[src/xps_pkg.sv]
// Shared constants and types for the crosspoint switch control block.
package xps_pkg;

  // ---------------------------------------------------------------------------
  // Array geometry
  // ---------------------------------------------------------------------------
  localparam int ROWS = 10;
  localparam int COLS = 8;
  localparam int SWITCHES = 80;

  // ---------------------------------------------------------------------------
  // Slave address and serial framing
  // ---------------------------------------------------------------------------
  localparam logic [3:0] ADDR_FIXED = 4'he;
  localparam logic [3:0] BIT_LAST = 4'h8;
  localparam logic [3:0] ROW_IDX_LAST = 4'h9;

  // ---------------------------------------------------------------------------
  // Field positions inside the 16-bit command word
  // ---------------------------------------------------------------------------
  localparam int WORD_DATA_POS = 15;
  localparam int WORD_ROW_MSB = 14;
  localparam int WORD_ROW_LSB = 11;
  localparam int WORD_COL_MSB = 10;
  localparam int WORD_COL_LSB = 8;
  localparam int WORD_LOAD_POS = 0;

  // ---------------------------------------------------------------------------
  // Row code ranges
  // ---------------------------------------------------------------------------
  localparam logic [3:0] ROW_LOW_FIRST = 4'h2;
  localparam logic [3:0] ROW_LOW_LAST = 4'h5;
  localparam logic [3:0] ROW_HIGH_FIRST = 4'h8;
  localparam logic [3:0] ROW_HIGH_LAST = 4'hd;
  localparam logic [3:0] ROW_HIGH_BASE_IDX = 4'h4;

  // ---------------------------------------------------------------------------
  // Reset values
  // ---------------------------------------------------------------------------
  localparam logic [5:0] SYNC_RESET = 6'h3f;
  localparam logic [79:0] SWITCH_RESET = 80'h0;

  // ---------------------------------------------------------------------------
  // Serial engine states
  // ---------------------------------------------------------------------------
  typedef enum logic [2:0] {
    XPS_IDLE,
    XPS_ADDR,
    XPS_ACK,
    XPS_WRITE,
    XPS_READ,
    XPS_RD_ACK,
    XPS_RD_NEXT,
    XPS_IGNORE
  } xps_state_t;

endpackage : xps_pkg

[src/xps_row_decode.sv]
// Row select field decoder with reserved code detection.
`timescale 1ns/1ps
`default_nettype none
module xps_row_decode (
  input wire logic [3:0] i_code,
  output wire logic [9:0] o_row_hot,
  output logic o_valid
);

  logic [3:0] idx;

  // ---------------------------------------------------------------------------
  // Code to index
  // ---------------------------------------------------------------------------
  // Two code ranges map onto rows; every other code is reserved.
  always_comb begin
    idx = 4'h0;
    o_valid = 1'b0;
    if (i_code >= xps_pkg::ROW_LOW_FIRST && i_code <= xps_pkg::ROW_LOW_LAST) begin
      idx = i_code - xps_pkg::ROW_LOW_FIRST;
      o_valid = 1'b1;
    end else if (i_code >= xps_pkg::ROW_HIGH_FIRST && i_code <= xps_pkg::ROW_HIGH_LAST) begin
      idx = i_code - xps_pkg::ROW_HIGH_FIRST + xps_pkg::ROW_HIGH_BASE_IDX;
      o_valid = 1'b1;
    end
  end

  // One-hot row lines, all low for reserved codes.
  for (genvar r = 0; r < xps_pkg::ROWS; r++) begin : g_row
    assign o_row_hot[r] = o_valid && (idx == 4'(r));
  end

endmodule : xps_row_decode
`default_nettype wire

[src/xps_switch_ctrl.sv]
// Serial slave and switch state registers for an 8 by 10 crosspoint array.
//
// Functional notes
// - Reset pin low opens all 80 switches.
// - Power-up clears every register to zero; the line samples and synchroniser reset high.
// - Load bit set applies word immediately.
// - Load bit clear latches; later load applies all.
// - Master can read back switch states.
// - Slave only; never drives the clock.
// - Standard and fast rates; high speed optional.
// - Address is 1110 plus three select pins.
// - Falling data while clock high starts.
// - Eight bits in: address MSB first, direction.
// - Matching address acknowledged on ninth pulse.
// - Direction one reads, zero writes.
// - Bytes are nine pulses including acknowledge.
// - Data changes only while clock is low.
// - Rising data while clock high stops.
// - Ten rows, eight columns, any combination.
// - Write word is address plus two bytes.
// - Data, row, column, load bit field layout.
// - Row codes decode; others are reserved.
`timescale 1ns/1ps
`default_nettype none
module xps_switch_ctrl (
  input wire logic i_clk,
  input wire logic i_resetn,
  input wire logic i_scl,
  input wire logic i_sda,
  input wire logic i_reset_pin_n,
  input wire logic i_addr_select_pin_0,
  input wire logic i_addr_select_pin_1,
  input wire logic i_addr_select_pin_2,
  output logic o_sda_out,
  output logic o_sda_oe,
  output logic [79:0] o_switch_closed,
  output logic [79:0] o_switch_pending
);

  // ---------------------------------------------------------------------------
  // Declarations
  // ---------------------------------------------------------------------------
  logic [5:0] pins_s;
  logic scl_s, sda_s, rpin_s;
  logic [2:0] addr_pins;
  logic scl_d_reg, sda_d_reg;
  logic rise, fall, start_cond, stop_cond, addr_match;
  xps_pkg::xps_state_t state_reg, state_next;
  logic [3:0] bit_reg, bit_next;
  logic [7:0] shift_reg, shift_next;
  logic [7:0] hi_reg, hi_next;
  logic byte_reg, byte_next;
  logic dir_reg, dir_next;
  logic oe_reg, oe_next;
  logic [3:0] rd_reg, rd_next;
  logic [7:0] tx_reg, tx_next;
  logic [7:0] rb_byte;
  logic apply;
  logic [15:0] word;
  logic [9:0] row_hot;
  logic row_ok;
  logic [79:0] hit;
  logic [79:0] pending_reg, pending_next;
  logic [79:0] live_reg, live_next;
  logic sda_out_reg;

  // ---------------------------------------------------------------------------
  // Pin synchronisation and bus conditions
  // ---------------------------------------------------------------------------
  // Every pin input passes two flip-flops before any logic reads it.
  xps_sync u_sync (
    .i_clk(i_clk),
    .i_resetn(i_resetn),
    .i_async({i_scl, i_sda, i_reset_pin_n, i_addr_select_pin_2,
              i_addr_select_pin_1, i_addr_select_pin_0}),
    .o_sync(pins_s)
  );

  assign scl_s = pins_s[5];
  assign sda_s = pins_s[4];
  assign rpin_s = pins_s[3];
  assign addr_pins = pins_s[2:0];

  // Clock edges and start and stop seen at the sampled lines.
  assign rise = scl_s && !scl_d_reg;
  assign fall = !scl_s && scl_d_reg;
  assign start_cond = scl_s && scl_d_reg && sda_d_reg && !sda_s;
  assign stop_cond = scl_s && scl_d_reg && !sda_d_reg && sda_s;
  assign addr_match = shift_reg[7:1] == {xps_pkg::ADDR_FIXED, addr_pins};

  // Readback byte is one row of closed switches, column 0 in bit 0.
  assign rb_byte = live_reg[{rd_reg, 3'b000} +: 8];

  // ---------------------------------------------------------------------------
  // Serial engine
  // ---------------------------------------------------------------------------
  // Only the data line is ever driven, and only by pulling it low.
  always_comb begin
    state_next = state_reg;
    bit_next = bit_reg;
    shift_next = shift_reg;
    hi_next = hi_reg;
    byte_next = byte_reg;
    dir_next = dir_reg;
    oe_next = oe_reg;
    rd_next = rd_reg;
    tx_next = tx_reg;
    apply = 1'b0;
    unique case (state_reg)
      xps_pkg::XPS_IDLE, xps_pkg::XPS_IGNORE: begin
      end
      xps_pkg::XPS_ADDR: begin
        if (rise && bit_reg != xps_pkg::BIT_LAST) begin
          shift_next = {shift_reg[6:0], sda_s};
          bit_next = bit_reg + 4'h1;
        end else if (fall && bit_reg == xps_pkg::BIT_LAST) begin
          if (addr_match) begin
            oe_next = 1'b1;
            dir_next = shift_reg[0];
            state_next = xps_pkg::XPS_ACK;
          end else begin
            state_next = xps_pkg::XPS_IGNORE;
          end
        end
      end
      xps_pkg::XPS_ACK: begin
        if (fall) begin
          bit_next = 4'h0;
          if (dir_reg) begin
            tx_next = rb_byte;
            oe_next = !rb_byte[7];
            state_next = xps_pkg::XPS_READ;
          end else begin
            oe_next = 1'b0;
            state_next = xps_pkg::XPS_WRITE;
          end
        end
      end
      xps_pkg::XPS_WRITE: begin
        if (rise && bit_reg != xps_pkg::BIT_LAST) begin
          shift_next = {shift_reg[6:0], sda_s};
          bit_next = bit_reg + 4'h1;
        end else if (fall && bit_reg == xps_pkg::BIT_LAST) begin
          oe_next = 1'b1;
          state_next = xps_pkg::XPS_ACK;
          if (!byte_reg) begin
            hi_next = shift_reg;
            byte_next = 1'b1;
          end else begin
            apply = 1'b1;
            byte_next = 1'b0;
          end
        end
      end
      xps_pkg::XPS_READ: begin
        if (rise && bit_reg != xps_pkg::BIT_LAST) begin
          bit_next = bit_reg + 4'h1;
        end else if (fall) begin
          if (bit_reg == xps_pkg::BIT_LAST) begin
            oe_next = 1'b0;
            state_next = xps_pkg::XPS_RD_ACK;
          end else begin
            tx_next = {tx_reg[6:0], 1'b0};
            oe_next = !tx_reg[6];
          end
        end
      end
      xps_pkg::XPS_RD_ACK: begin
        if (rise) begin
          if (sda_s) begin
            state_next = xps_pkg::XPS_IGNORE;
          end else begin
            rd_next = (rd_reg == xps_pkg::ROW_IDX_LAST) ? 4'h0 : rd_reg + 4'h1;
            state_next = xps_pkg::XPS_RD_NEXT;
          end
        end
      end
      xps_pkg::XPS_RD_NEXT: begin
        if (fall) begin
          tx_next = rb_byte;
          oe_next = !rb_byte[7];
          bit_next = 4'h0;
          state_next = xps_pkg::XPS_READ;
        end
      end
    endcase
    // Start and stop win over any byte in progress.
    if (!rpin_s || stop_cond) begin
      state_next = xps_pkg::XPS_IDLE;
      oe_next = 1'b0;
      apply = 1'b0;
    end else if (start_cond) begin
      state_next = xps_pkg::XPS_ADDR;
      bit_next = 4'h0;
      byte_next = 1'b0;
      rd_next = 4'h0;
      oe_next = 1'b0;
      apply = 1'b0;
    end
  end

  // ---------------------------------------------------------------------------
  // Switch registers
  // ---------------------------------------------------------------------------
  assign word = {hi_reg, shift_reg};

  xps_row_decode u_row (
    .i_code(word[xps_pkg::WORD_ROW_MSB:xps_pkg::WORD_ROW_LSB]),
    .o_row_hot(row_hot),
    .o_valid(row_ok)
  );

  // One select line per crosspoint, row-major with eight columns per row.
  for (genvar r = 0; r < xps_pkg::ROWS; r++) begin : g_r
    for (genvar c = 0; c < xps_pkg::COLS; c++) begin : g_c
      assign hit[r * xps_pkg::COLS + c] = apply && row_hot[r] &&
        (word[xps_pkg::WORD_COL_MSB:xps_pkg::WORD_COL_LSB] == 3'(c));
    end
  end

  // Latch into the pending layer, copy to the live layer on a load word.
  always_comb begin
    pending_next = (pending_reg & ~hit) | (hit & {80{word[xps_pkg::WORD_DATA_POS]}});
    live_next = live_reg;
    if (apply && row_ok && word[xps_pkg::WORD_LOAD_POS]) begin
      live_next = pending_next;
    end
    if (!rpin_s) begin
      pending_next = xps_pkg::SWITCH_RESET;
      live_next = xps_pkg::SWITCH_RESET;
    end
  end

  // ---------------------------------------------------------------------------
  // State registers
  // ---------------------------------------------------------------------------
  // Power-up clears all but the line samples, which reset high; all switches open.
  always_ff @(posedge i_clk or negedge i_resetn) begin
    if (!i_resetn) begin
      state_reg <= xps_pkg::XPS_IDLE;
      scl_d_reg <= 1'b1;
      sda_d_reg <= 1'b1;
      bit_reg <= 4'h0;
      shift_reg <= 8'h00;
      hi_reg <= 8'h00;
      byte_reg <= 1'b0;
      dir_reg <= 1'b0;
      oe_reg <= 1'b0;
      rd_reg <= 4'h0;
      tx_reg <= 8'h00;
      pending_reg <= xps_pkg::SWITCH_RESET;
      live_reg <= xps_pkg::SWITCH_RESET;
      sda_out_reg <= 1'b0;
    end else begin
      state_reg <= state_next;
      scl_d_reg <= scl_s;
      sda_d_reg <= sda_s;
      bit_reg <= bit_next;
      shift_reg <= shift_next;
      hi_reg <= hi_next;
      byte_reg <= byte_next;
      dir_reg <= dir_next;
      oe_reg <= oe_next;
      rd_reg <= rd_next;
      tx_reg <= tx_next;
      pending_reg <= pending_next;
      live_reg <= live_next;
      sda_out_reg <= 1'b0;
    end
  end

  // No clock output exists; the data pin only ever pulls low.
  assign o_sda_out = sda_out_reg;
  assign o_sda_oe = oe_reg;
  assign o_switch_closed = live_reg;
  assign o_switch_pending = pending_reg;
endmodule : xps_switch_ctrl
`default_nettype wire

[src/xps_sync.sv]
// Two-stage synchroniser for pin inputs.
`timescale 1ns/1ps
`default_nettype none
module xps_sync (
  input wire logic i_clk,
  input wire logic i_resetn,
  input wire logic [5:0] i_async,
  output logic [5:0] o_sync
);

  logic [5:0] meta_reg;
  logic [5:0] sync_reg;

  // ---------------------------------------------------------------------------
  // Stages
  // ---------------------------------------------------------------------------
  // The first stage feeds only the second stage.
  always_ff @(posedge i_clk or negedge i_resetn) begin
    if (!i_resetn) begin
      meta_reg <= xps_pkg::SYNC_RESET;
      sync_reg <= xps_pkg::SYNC_RESET;
    end else begin
      meta_reg <= i_async;
      sync_reg <= meta_reg;
    end
  end

  assign o_sync = sync_reg;

endmodule : xps_sync
`default_nettype wire
[config.mk]
export PLATFORM = sky130hd
export DESIGN_NAME = xps_switch_ctrl
export DESIGN_NICKNAME = d
export VERILOG_FILES = /design/src/xps_pkg.sv /design/src/xps_row_decode.sv /design/src/xps_switch_ctrl.sv /design/src/xps_sync.sv
export SDC_FILE = /design/constraint.sdc
export NUM_CORES = 1
export LEC_CHECK = 0
export BUFFER_PORTS_ARGS = -buffer_cell sky130_fd_sc_hd__buf_2
export CELL_PAD_IN_SITES_DETAIL_PLACEMENT = 1
export CELL_PAD_IN_SITES_GLOBAL_PLACEMENT = 2
export CORE_ASPECT_RATIO = 0.75
export CORE_UTILIZATION = 39
export CTS_CLUSTER_DIAMETER = 100
export DETAILED_ROUTE_END_ITERATION = 16
export PLACE_DENSITY_LB_ADDON = 0.1
export SLEW_MARGIN = 15
export SYNTH_ARGS = -nofsm -noshare
export SYNTH_HDL_FRONTEND = slang
export SYNTH_SLANG_ARGS = --single-unit
[constraint.sdc]
create_clock -name i_clk -period 8.1 [get_ports i_clk]
set_input_delay 1.62 -clock i_clk [delete_from_list [all_inputs] [get_ports i_clk]]
set_output_delay 1.62 -clock i_clk [all_outputs]
set_load 0.01 [all_outputs]
==> reports/qor.yml, run 1 <==
pwr:
  pwr-share-seq_pct: 46.4
  p_sw_w: 0.000553
  p_leak_nw: 5.66
  p_comb_share_pct: 3.7
  internal_power_w: 0.00182
  pwr-share-clk_pct: 49.9
  power_density_nw_per_um2: 182
  p_sw_share_pct: 23.3
  max-vdd-ir-drop_v: 0.000132
logic_synthesis:
  synthCells: 1143
  ys_async_sr_fraction_pct: 100
  synth_fp_nets: 1160
  syn_area_um2: 11200
  yosys_warnings: 0
  synthFlopType: "dfrtp_1"
  yosysSeqAreaShare_pct: 47.1
  synth-edff-count: 0
  ys_ff_latch: 211
  synth_area_per_cell_um2: 9.84
  ys_types: 70
layout:
  fin_area_um2: 13100
  n_fill_cell: 3188
  drive_above_1_share_pct: 25.7
  area_growth_pct: 16.3
  final_util_pct: 46.4
  nNetsFinal: 1242
floorplan:
  start_util_pct: 39.9
  dieHeight_um: 149
  die_x_um: 198
  dieArea_um2: 29500
  num_rows: 53
  io_pins: 170
  core_um2: 28200
sta:
  setup_ws_ns: 4.05
  rsz0062_at_grt: "false"
  period_minus_slack_ns: 4.05
  tns_ns: 0
  fmax_mhz: 247
  slew-limit-headroom_pct: 18.9
  whs_ns: 0.355
  tightest_slew_ns: 1.21
  report.final.slew_viol_count: 0
  fin_crit_sh_pct: 50.0
  hold_violations: 0
  finalSetupViolCount: 0
  final.setup_skew_ns: 0.00760
critical_path:
  slowest_delay_ns: 0.91
  path_class: "register to register"
  worstPathCellList: "buf_4, o21ai_1, nor4b_4, nand3_2, o211ai_1, o311ai_1"
  critPathSlowestCell: "nand3_2"
  cp_max_fo: 84
  critPathBufInv: 1
  cp_top_family: "simple AND/OR/NAND/NOR gates"
  end_kind: "register"
  critPathLaunchType: "register"
  timing.critical_path.required_ns: 8.48
  crit_arrival_ns: 4.43
  crit_path_start: "u_sync.o_sync[3]"
  r2r_start: "u_sync.o_sync[3]"
drt:
  vias_per_cell: 6.46
  ant_nets: 0
  wl_per_cell_um: 28.3
  vias: 10500
  drcViolationCount: 0
  dr.pass1.iters: 5
  drtIter0Drc: 1106
  totalWireLength_mm: 46.1
place:
  place_ws_ns: 4.04
  place_congestion: 0.876
  port_buffers: 168
  place_hpwl_mm: 31.2
  placed_area_um2: 12200
clock_network:
  htreeDepth: 1
  cts_tree: "done"
  cts_root_buffer: "clkbuf_16"
  post_cts_resized: 0
  insertion_delay_ns: 0.55
  cts_buffers: 24
  cts_sinks: 211
  clkSlewWorstSetupHoldPaths_ns: 0.06
  cts_buffer_depth: 3
  cts_setup_buffers: 0
  holdBufCountCts: 0
status:
  status: "completed"
global_routing:
  gr-total-overflow: 0
  grt.total_usage_pct: 31.6
  grt_pass1_vias: 10400
  grt_first_pass_wirelength_mm: 69.4
  grt_max_degree: 85
  antenna_found_initial: 0
run:
  maxCapViolCount: 0
hold_path:
  hp-class: "register to register"
  hold_start: "u_sync.meta_reg[2]"
[worst reg2reg max path: cells and delay by family, from the launching register on]
kind                   cells  cell delay (ns)
AOI/OAI and AO/OA          3             1.17
buffers and inverters      1             0.68
DFF                        1             0.52
and+or+nand+nor            2             1.51
[cell type report]
cell class | instances | area (um2) | area share [%]
antenna | 1 | 2.50 | 0.0191
clock inverter | 8 | 143 | 1.09
clock buffer | 35 | 693 | 5.30
timing repair buffer | 196 | 1060 | 8.10
tap | 385 | 482 | 3.68
inverter | 12 | 45.0 | 0.344
multi-input combinational | 780 | 5360 | 40.9
sequential | 211 | 5300 | 40.5
[cell usage in the layout (no fill, tap or decap), types with 5 or more instances in the layout]
cell type and count:
nand3_1 91, nand2_1 27, nor3_1 13, nor2_1 24, dfrtp_1 196, o211ai_2 14
o211ai_1 51, mux2i_1 18, ha_1 9, nand4_1 92, mux2_2 14, o21ai_1 9
a21oi_1 99, buf_4 28, o31ai_1 8, o311ai_1 54, or2_2 5, a2bb2oi_1 9
nand2b_1 10, clkbuf_1 7, xnor2_1 6, a211oi_1 5, mux4_2 16, o21ai_0 112
inv_1 10, clkbuf_16 25, dfstp_2 14, o311ai_0 19, buf_2 167
[worst paths after layout]
kind / to / slack, ns / depth (start not counted)
worst min-delay path: u_sync.o_sync[2] / 0.36 / 0
worst max register to register: o_switch_closed[7] / 4.05 / 6
min in group asynchronous: bit_reg[2] / 1.09 / 1
max in group asynchronous: o_switch_closed[33] / 5.45 / 2
worst min register to register: u_sync.o_sync[2] / 0.36 / 0
worst max-delay path: o_switch_closed[7] / 4.05 / 6
[synthesized netlist by cell type (all sizes together) (5+ instances only)]
master,count,area [um2]
clkbuf,121,454
nand3,93,465
dfrtp,197,4930
xnor2,6,52.6
a211oi,6,45.0
a21oi,99,495
mux2,14,158
o21ai,123,616
mux4,16,360
mux2i,18,180
or2,5,31.3
a2bb2oi,9,78.8
nor3,15,86.3
nand4,92,576
nand2,29,111
o31ai,8,60.1
nand2b,10,62.6
nor2,25,96.4
o211ai,65,558
dfstp,14,368
ha,9,113
o311ai,73,639
inv,12,45.1
buf,19,121
[cell families after synthesis]
logic type / count (synthesis) / share of synthesized area, %
AOI/OAI and AO/OA: 407 / 24.0
xor gates and xnor gates: 7 / 0.545
adders and majority gates: 9 / 1.00
buffers and inverters: 152 / 5.52
DFF: 211 / 47.1
muxes: 48 / 6.21
other: 1 / 0.0334
and+or+nand+nor: 308 / 15.5
[power by group through the flow]
stage | Clock (W) | Combinational, W | Sequential (W)
global placement | 0 | 0.0000868 | 0.00112
finish | 0.00119 | 0.0000868 | 0.00110
detailed placement | 0 | 0.0000883 | 0.00112
floorplan | 0 | 0.0000519 | 0.00111
global route | 0.00124 | 0.0000984 | 0.00111
CTS | 0.00120 | 0.0000886 | 0.00110
[per-layer routing]
metal  vias up  global-route usage, %  wire length, um
li1       4605                      -                -
met1      5380                   52.7            23000
met2       479                   39.8            17900
met3        55                   8.07             4510
met4         0                   5.35              723
met5         -                      0                0
[metrics by stage]
| step | instances | power [W] |
|---|---|---|
| final | 1628 | 0.00238 |
| after global routing | 1627 | 0.00244 |
| after CTS | 1627 | 0.00239 |
| after detailed placement | 1584 | 0.00121 |
| after global placement | 1584 | 0.00121 |
| after floorplan | 1143 | 0.00116 |
No activity file was read; power rests on OpenSTA's default activity.
==> run 2: changes to the inputs <==
CORE_UTILIZATION = 33   (was 39)
clock period = 3.31 ns   (was 8.1 ns; I/O delays follow)
==> reports/qor.yml, run 2 (synthesis results as in run 1) <==
status:
  status: "completed"
floorplan:
  die_x_um: 215  # +8.6%
  io_pins: 170  # unchanged
  core_um2: 33500  # +19%
  num_rows: 58  # +9.4%
  dieHeight_um: 162  # +8.6%
  start_util_pct: 33.5  # -6.4 points
  dieArea_um2: 34800  # +18%
critical_path:
  critPathLaunchType: "register"
  slowest_delay_ns: 0.57  # -0.34 ns
  path_class: "register to register"
  end_kind: "register"
  r2r_start: "bit_reg[0]"
  critPathSlowestCell: "o211ai_1"
  r2r-end: "o_switch_closed[59]"
  crit_arrival_ns: 3.49  # -0.94 ns
  timing.critical_path.required_ns: 3.68  # -4.80 ns
  worstPathCellList: "inv_1, ha_1, and3b_2, nand2_1, inv_1, ha_1, nor4b_4, buf_4, nand4_1, clkbuf_16, o211ai_1, o311ai_2"
  regToRegSetupSlack_ns: 0.19  # -3.86 ns
  path_depth: 12  # +6
  cp_max_fo: 24  # -71%
  crit_path_start: "bit_reg[0]"
  cp_top_family: "compound AO/OA/AOI/OAI gates"
  critPathBufInv: 4  # +3
  worstRegToRegCells: 12  # +6
  endpoint: "o_switch_closed[59]"
clock_network:
  clkSlewWorstSetupHoldPaths_ns: 0.06  # about the same
  cts_buffer_depth: 3  # unchanged
  insertion_delay_ns: 0.55  # about the same
  cts_sinks: 211  # unchanged
  holdBufCountCts: 0  # unchanged
  cts_buffers: 25  # +4.2%
  cts_root_buffer: "clkbuf_16"
  htreeDepth: 1  # unchanged
  cts_tree: "done"
sta:
  setup_ws_ns: 0.192  # -3.86 ns
  report.final.slew_viol_count: 0  # unchanged
  whs_ns: 0.122  # -0.233 ns
  rsz0062_at_grt: "false"
  period_minus_slack_ns: 3.12  # -0.930 ns
  fmax_mhz: 321  # +30%
  slew-limit-headroom_pct: 23.5  # +4.6 points
  hold_violations: 0  # unchanged
  fin_crit_sh_pct: 94.2  # +44 points
  finalSetupViolCount: 0  # unchanged
  tightest_slew_ns: 1.14  # -0.0657 ns
  final.setup_skew_ns: 0.0215  # +0.0139 ns
  tns_ns: 0  # unchanged
layout:
  multi_input_area_um2: 5350  # about the same
  layout_common_cells: "196 x dfrtp_1, 167 x buf_2, 119 x o21ai_0"
  mostFrequentLayoutCell: "dfrtp_1"
  n_fill_cell: 3796  # +19%
  stdcell_count: 1740  # +6.9%
  antenna_cells: 0  # -1
  final_util_pct: 41.0  # -5.4 points
  register_area_um2: 5300  # unchanged
  area_growth_pct: 22.3
  nNetsFinal: 1289  # +3.8%
  drive_above_1_share_pct: 28.6  # +2.9 points
drt:
  totalWireLength_mm: 49.3  # +7.1%
  wl_per_cell_um: 28.4  # +0.24%
  vias: 10700  # +1.4%
  drcViolationCount: 0  # unchanged
  ant_nets: 0  # unchanged
  vias_per_cell: 6.13  # -5.1%
  drtIter0Drc: 1145  # +3.5%
  dr.pass1.iters: 5  # unchanged
global_routing:
  use_met2_pct: 34.7  # -5.1 points
  grt_first_pass_wirelength_mm: 72.6  # +4.6%
  grt.total_usage_pct: 27.7  # -4.0 points
  grtUsageMet1_pct: 46.4  # -6.4 points
  grt_busiest_layer: "met1"
  grt_pass1_vias: 10500  # +1.4%
  antenna_found_initial: 1  # +1
  use_met3_pct: 6.07  # -2.0 points
  grt_max_degree: 84  # -1.2%
  gr-total-overflow: 0  # unchanged
place:
  port_buffers: 168  # unchanged
  place_ws_ns: 0.229  # -3.81 ns
  dpl.cell_count: 1693  # +6.9%
  place_hpwl_mm: 34.2  # +9.6%
  place_congestion: 0.862  # -1.6%
pwr:
  max-vdd-ir-drop_v: 0.000300  # +130%
  p_leak_nw: 5.99  # +6.0%
  power_density_nw_per_um2: 456  # +150%
hold_path:
  hp-class: "input pin to asynchronous set/reset pin"
run:
  maxCapViolCount: 0  # unchanged
-- run 2: cell types whose count changed in the layout (fill, tap and decap cells not counted), sizes merged --
cell	previous run	this run
clkinv	3	4
diode	1	0
buf	195	241
bufinv	4	9
clkbuf	36	32
-- run 2: cell type report --
cell class,instances,area share (%)
inverters,12,0.328
clock buffers,31,4.93
repair buffers,242,11.0
flip-flops and latches,211,38.5
well taps,450,4.09
clock inverters,14,2.19
multi-input cells,780,38.9
-- run 2: per-layer routing --
| layer | routed length (um) | vias to the layer above |
|---|---|---|
| li1 | - | 4707 |
| met1 | 25900 | 5501 |
| met2 | 18700 | 406 |
| met3 | 3850 | 56 |
| met4 | 955 | 0 |
| met5 | 0 | - |
-- run 2: worst min path at each step --
stage	start	endpoint	slack, ns	depth (start not counted)
2_1_floorplan	u_sync.meta_reg[0]	u_sync.o_sync[0]	0.35	0
3_3_place_gp	u_sync.meta_reg[3]	u_sync.o_sync[3]	0.35	0
3_5_place_dp	u_sync.meta_reg[3]	u_sync.o_sync[3]	0.35	0
4_1_cts	i_resetn	o_sda_oe	0.15	1
5_1_grt	i_resetn	o_sda_oe	0.17	1
6_report	i_resetn	o_sda_oe	0.12	1
-- run 2: where the power goes --
group          switching [W]  internal, W
clock network        0.00119      0.00215
registers          0.0000574      0.00264
logic               0.000153    0.0000744
total                0.00140      0.00487
-- run 2: worst reg2reg max path, stage by stage, from the launching register on --
cell	delay, ns
dfrtp_1	0.42
inv_1	0.10
ha_1	0.16
and3b_2	0.25
nand2_1	0.12
inv_1	0.09
ha_1	0.15
nor4b_4	0.19
buf_4	0.21
nand4_1	0.18
clkbuf_16	0.28
o211ai_1	0.58
o311ai_2	0.22
-- run 2: through the flow --
| stage | cell area, um2 | power [W] |
|---|---|---|
| 4_1_cts | 13700 | 0.00632 |
| 3_3_place_gp | 12700 | 0.00297 |
| 3_5_place_dp | 12700 | 0.00298 |
| 5_1_grt | 13800 | 0.00644 |
| 6_report | 13800 | 0.00627 |
| 2_1_floorplan | 11200 | 0.00285 |
-- run 2: repair_timing --
action	4_1_cts	5_1_grt
gates resized for setup	0	3
setup buffers	0	1
endpoints found under the setup margin	0	1
==> run 3: changes to the inputs <==
ABC_AREA = 1   (was unset)
CORE_UTILIZATION = 30   (was 33)
PLACE_DENSITY = 0.83   (was unset)
PLACE_DENSITY_LB_ADDON = unset   (was 0.1)
==> reports/qor.yml, run 3 <==
status:
  status: "completed"
critical_path:
  worstRegToRegCells: 13  # +1
  r2r_start: "bit_reg[0]"
  cp_max_fo: 22  # -8.3%
  timing.critical_path.required_ns: 3.72  # +0.04 ns
  path_class: "register to register"
  critPathLaunchType: "register"
  regToRegSetupSlack_ns: 0.41  # +0.22 ns
  r2r-end: "o_switch_closed[57]"
  crit_path_start: "bit_reg[0]"
  crit_arrival_ns: 3.30  # -0.19 ns
  end_kind: "register"
  endpoint: "o_switch_closed[57]"
floorplan:
  io_pins: 170  # unchanged
  start_util_pct: 30.9  # -2.6 points
  die_x_um: 222  # +3.1%
  num_rows: 59  # +1.7%
  dieHeight_um: 167  # +3.1%
  dieArea_um2: 37000  # +6.3%
  core_um2: 35200  # +5.0%
logic_synthesis:
  syn_area_um2: 10900  # -3.3%
  yosys_warnings: 0  # unchanged
  synth_area_per_cell_um2: 8.02  # -18%
  ys_async_sr_fraction_pct: 100  # unchanged
  yosysSeqAreaShare_pct: 48.7  # +1.6 points
  synth.most_common_cell: "nand2_1"
  synthTopCellsByCount: "373 x nand2_1, 197 x dfrtp_1, 119 x nand3_1"
  ys_ff_latch: 211  # unchanged
  ys_types: 40  # -43%
  synth_top_area_cell: "dfrtp_1"
  synthCells: 1356  # +19%
  yosys-top-cells-area: "dfrtp_1 45%, nand2_1 13%, nand4_1 6.3%"
  synth_fp_nets: 1373  # +18%
  yosysTopAreaCellShare_pct: 45.3  # +1.5 points
  synthFlopType: "dfrtp_1"
  synth-edff-count: 0  # unchanged
layout:
  layout_common_cells: "373 x nand2_1, 197 x dfrtp_1, 167 x buf_2"
  nNetsFinal: 1514  # +17%
  n_fill_cell: 4216  # +11%
  final_util_pct: 37.3  # -3.8 points
  stdcell_count: 1972  # +13%
  fin_area_um2: 13100  # -4.6%
  drive_above_1_share_pct: 19.8  # -8.8 points
  mostFrequentLayoutCell: "nand2_1"
  antenna_cells: 0  # unchanged
  area_growth_pct: 20.6
global_routing:
  grt_first_pass_wirelength_mm: 65.3  # -10%
  grt_pass1_vias: 10600  # +0.48%
  antenna_found_initial: 0  # -1
  grt_max_degree: 108  # +29%
  gr-total-overflow: 0  # unchanged
  grt.total_usage_pct: 22.8  # -4.9 points
pwr:
  power_density_nw_per_um2: 543  # +19%
  p_leak_nw: 7.09  # +18%
  max-vdd-ir-drop_v: 0.000293  # -2.1%
drt:
  vias: 10400  # -2.6%
  dr.pass1.iters: 5  # unchanged
  ant_nets: 0  # unchanged
  vias_per_cell: 5.27  # -14%
  totalWireLength_mm: 41.6  # -16%
  drcViolationCount: 0  # unchanged
  drtIter0Drc: 886  # -23%
  wl_per_cell_um: 21.1  # -26%
sta:
  slew-limit-headroom_pct: 27.4  # +3.9 points
  finalSetupViolCount: 0  # unchanged
  tns_ns: 0  # unchanged
  period_minus_slack_ns: 2.90  # -0.223 ns
  fin_crit_sh_pct: 87.5  # -6.7 points
  rsz0062_at_grt: "false"
  report.final.slew_viol_count: 0  # unchanged
  final.setup_skew_ns: 0.0186  # -0.00297 ns
  hold_violations: 0  # unchanged
  fmax_mhz: 345  # +7.7%
  tightest_slew_ns: 1.09  # -0.0542 ns
clock_network:
  holdBufCountCts: 0  # unchanged
  cts_sinks: 211  # unchanged
  post_cts_resized: 0  # unchanged
  insertion_delay_ns: 0.54  # about the same
  cts_root_buffer: "clkbuf_16"
  cts_setup_buffers: 0  # unchanged
  clkSlewWorstSetupHoldPaths_ns: 0.06  # about the same
  cts_tree: "done"
  cts_buffers: 25  # unchanged
  htreeDepth: 1  # unchanged
  cts_buffer_depth: 3  # unchanged
place:
  dpl.cell_count: 1927  # +14%
  port_buffers: 168  # unchanged
  placed_area_um2: 12300  # -3.8%
  place_hpwl_mm: 30.0  # -12%
  place_congestion: 0.865  # +0.37%
hold_path:
  hp-class: "input pin to asynchronous set/reset pin"
run:
  maxCapViolCount: 0  # unchanged
==> run 3: worst max-delay path, stage by stage, from the launching register on <==
cell and delay (ns):
dfrtp_1 0.41, inv_1 0.09, ha_1 0.16, nand3_2 0.13
nor2_1 0.26, ha_1 0.21, nand3_1 0.09, nor2_2 0.32
nand3_1 0.14, nand2_2 0.21, inv_2 0.26, buf_4 0.31
nand2_1 0.11, nand2_1 0.06
==> run 3: worst min-delay path by stage <==
| stage | endpoint | slack (ns) | cells past startpoint |
|---|---|---|---|
| floorplan | u_sync.o_sync[0] | 0.35 | 0 |
| global placement | u_sync.o_sync[5] | 0.35 | 0 |
| detailed placement | u_sync.o_sync[5] | 0.35 | 0 |
| CTS | o_switch_closed[77] | 0.18 | 1 |
| global route | o_switch_pending[77] | 0.19 | 1 |
| finish | o_switch_closed[77] | 0.15 | 1 |
==> run 3: routing by layer <==
layer / vias to the layer above / track usage, % / wire length [um]
met5: - / 0 / 0
met1: 5233 / 34.1 / 20600
met3: 56 / 3.88 / 2180
met2: 272 / 33.7 / 17900
met4: 0 / 5.65 / 935
li1: 4832 / - / -
==> run 3: through the flow <==
stage / setup WS [ns] / hold WS (ns) / total power [W]
floorplan: 1.14 / 0.345 / 0.00366
finish: 0.415 / 0.153 / 0.00712
CTS: 0.408 / 0.180 / 0.00716
global placement: 0.597 / 0.346 / 0.00417
detailed placement: 0.449 / 0.347 / 0.00418
global route: 0.201 / 0.194 / 0.00743
==> run 3: final cells by class <==
class,count,area (um2),share of cell area [%]
clock buffer,39,738,5.63
clock inverter,6,133,1.01
inverter,118,443,3.38
multi-input combinational,933,4680,35.7
sequential,211,5300,40.4
tap,457,572,4.36
timing repair buffer,208,1250,9.53
==> run 3: cell families (layout without fill, tap and decap cells) <==
kind of cell	count (synthesis)	after routing	share of synthesized area, %
AO/OA/AOI/OAI	132	132	7.13
XOR/XNOR	3	3	0.242
adder cells (fa/ha/maj)	9	9	1.04
buffers and inverters	212	371	8.62
flip-flops	211	211	48.7
multiplexers	4	4	0.380
other	1	1	0.0345
AND/OR/NAND/NOR	784	784	33.9
==> run 3: where the power goes <==
group          internal, W  total [W]  switching [W]  leakage (nW)
combinational     0.000380    0.00133       0.000949          3.78
sequential         0.00271    0.00282       0.000114          2.88
clock              0.00184    0.00297        0.00113         0.421
total              0.00492    0.00712        0.00219          7.09
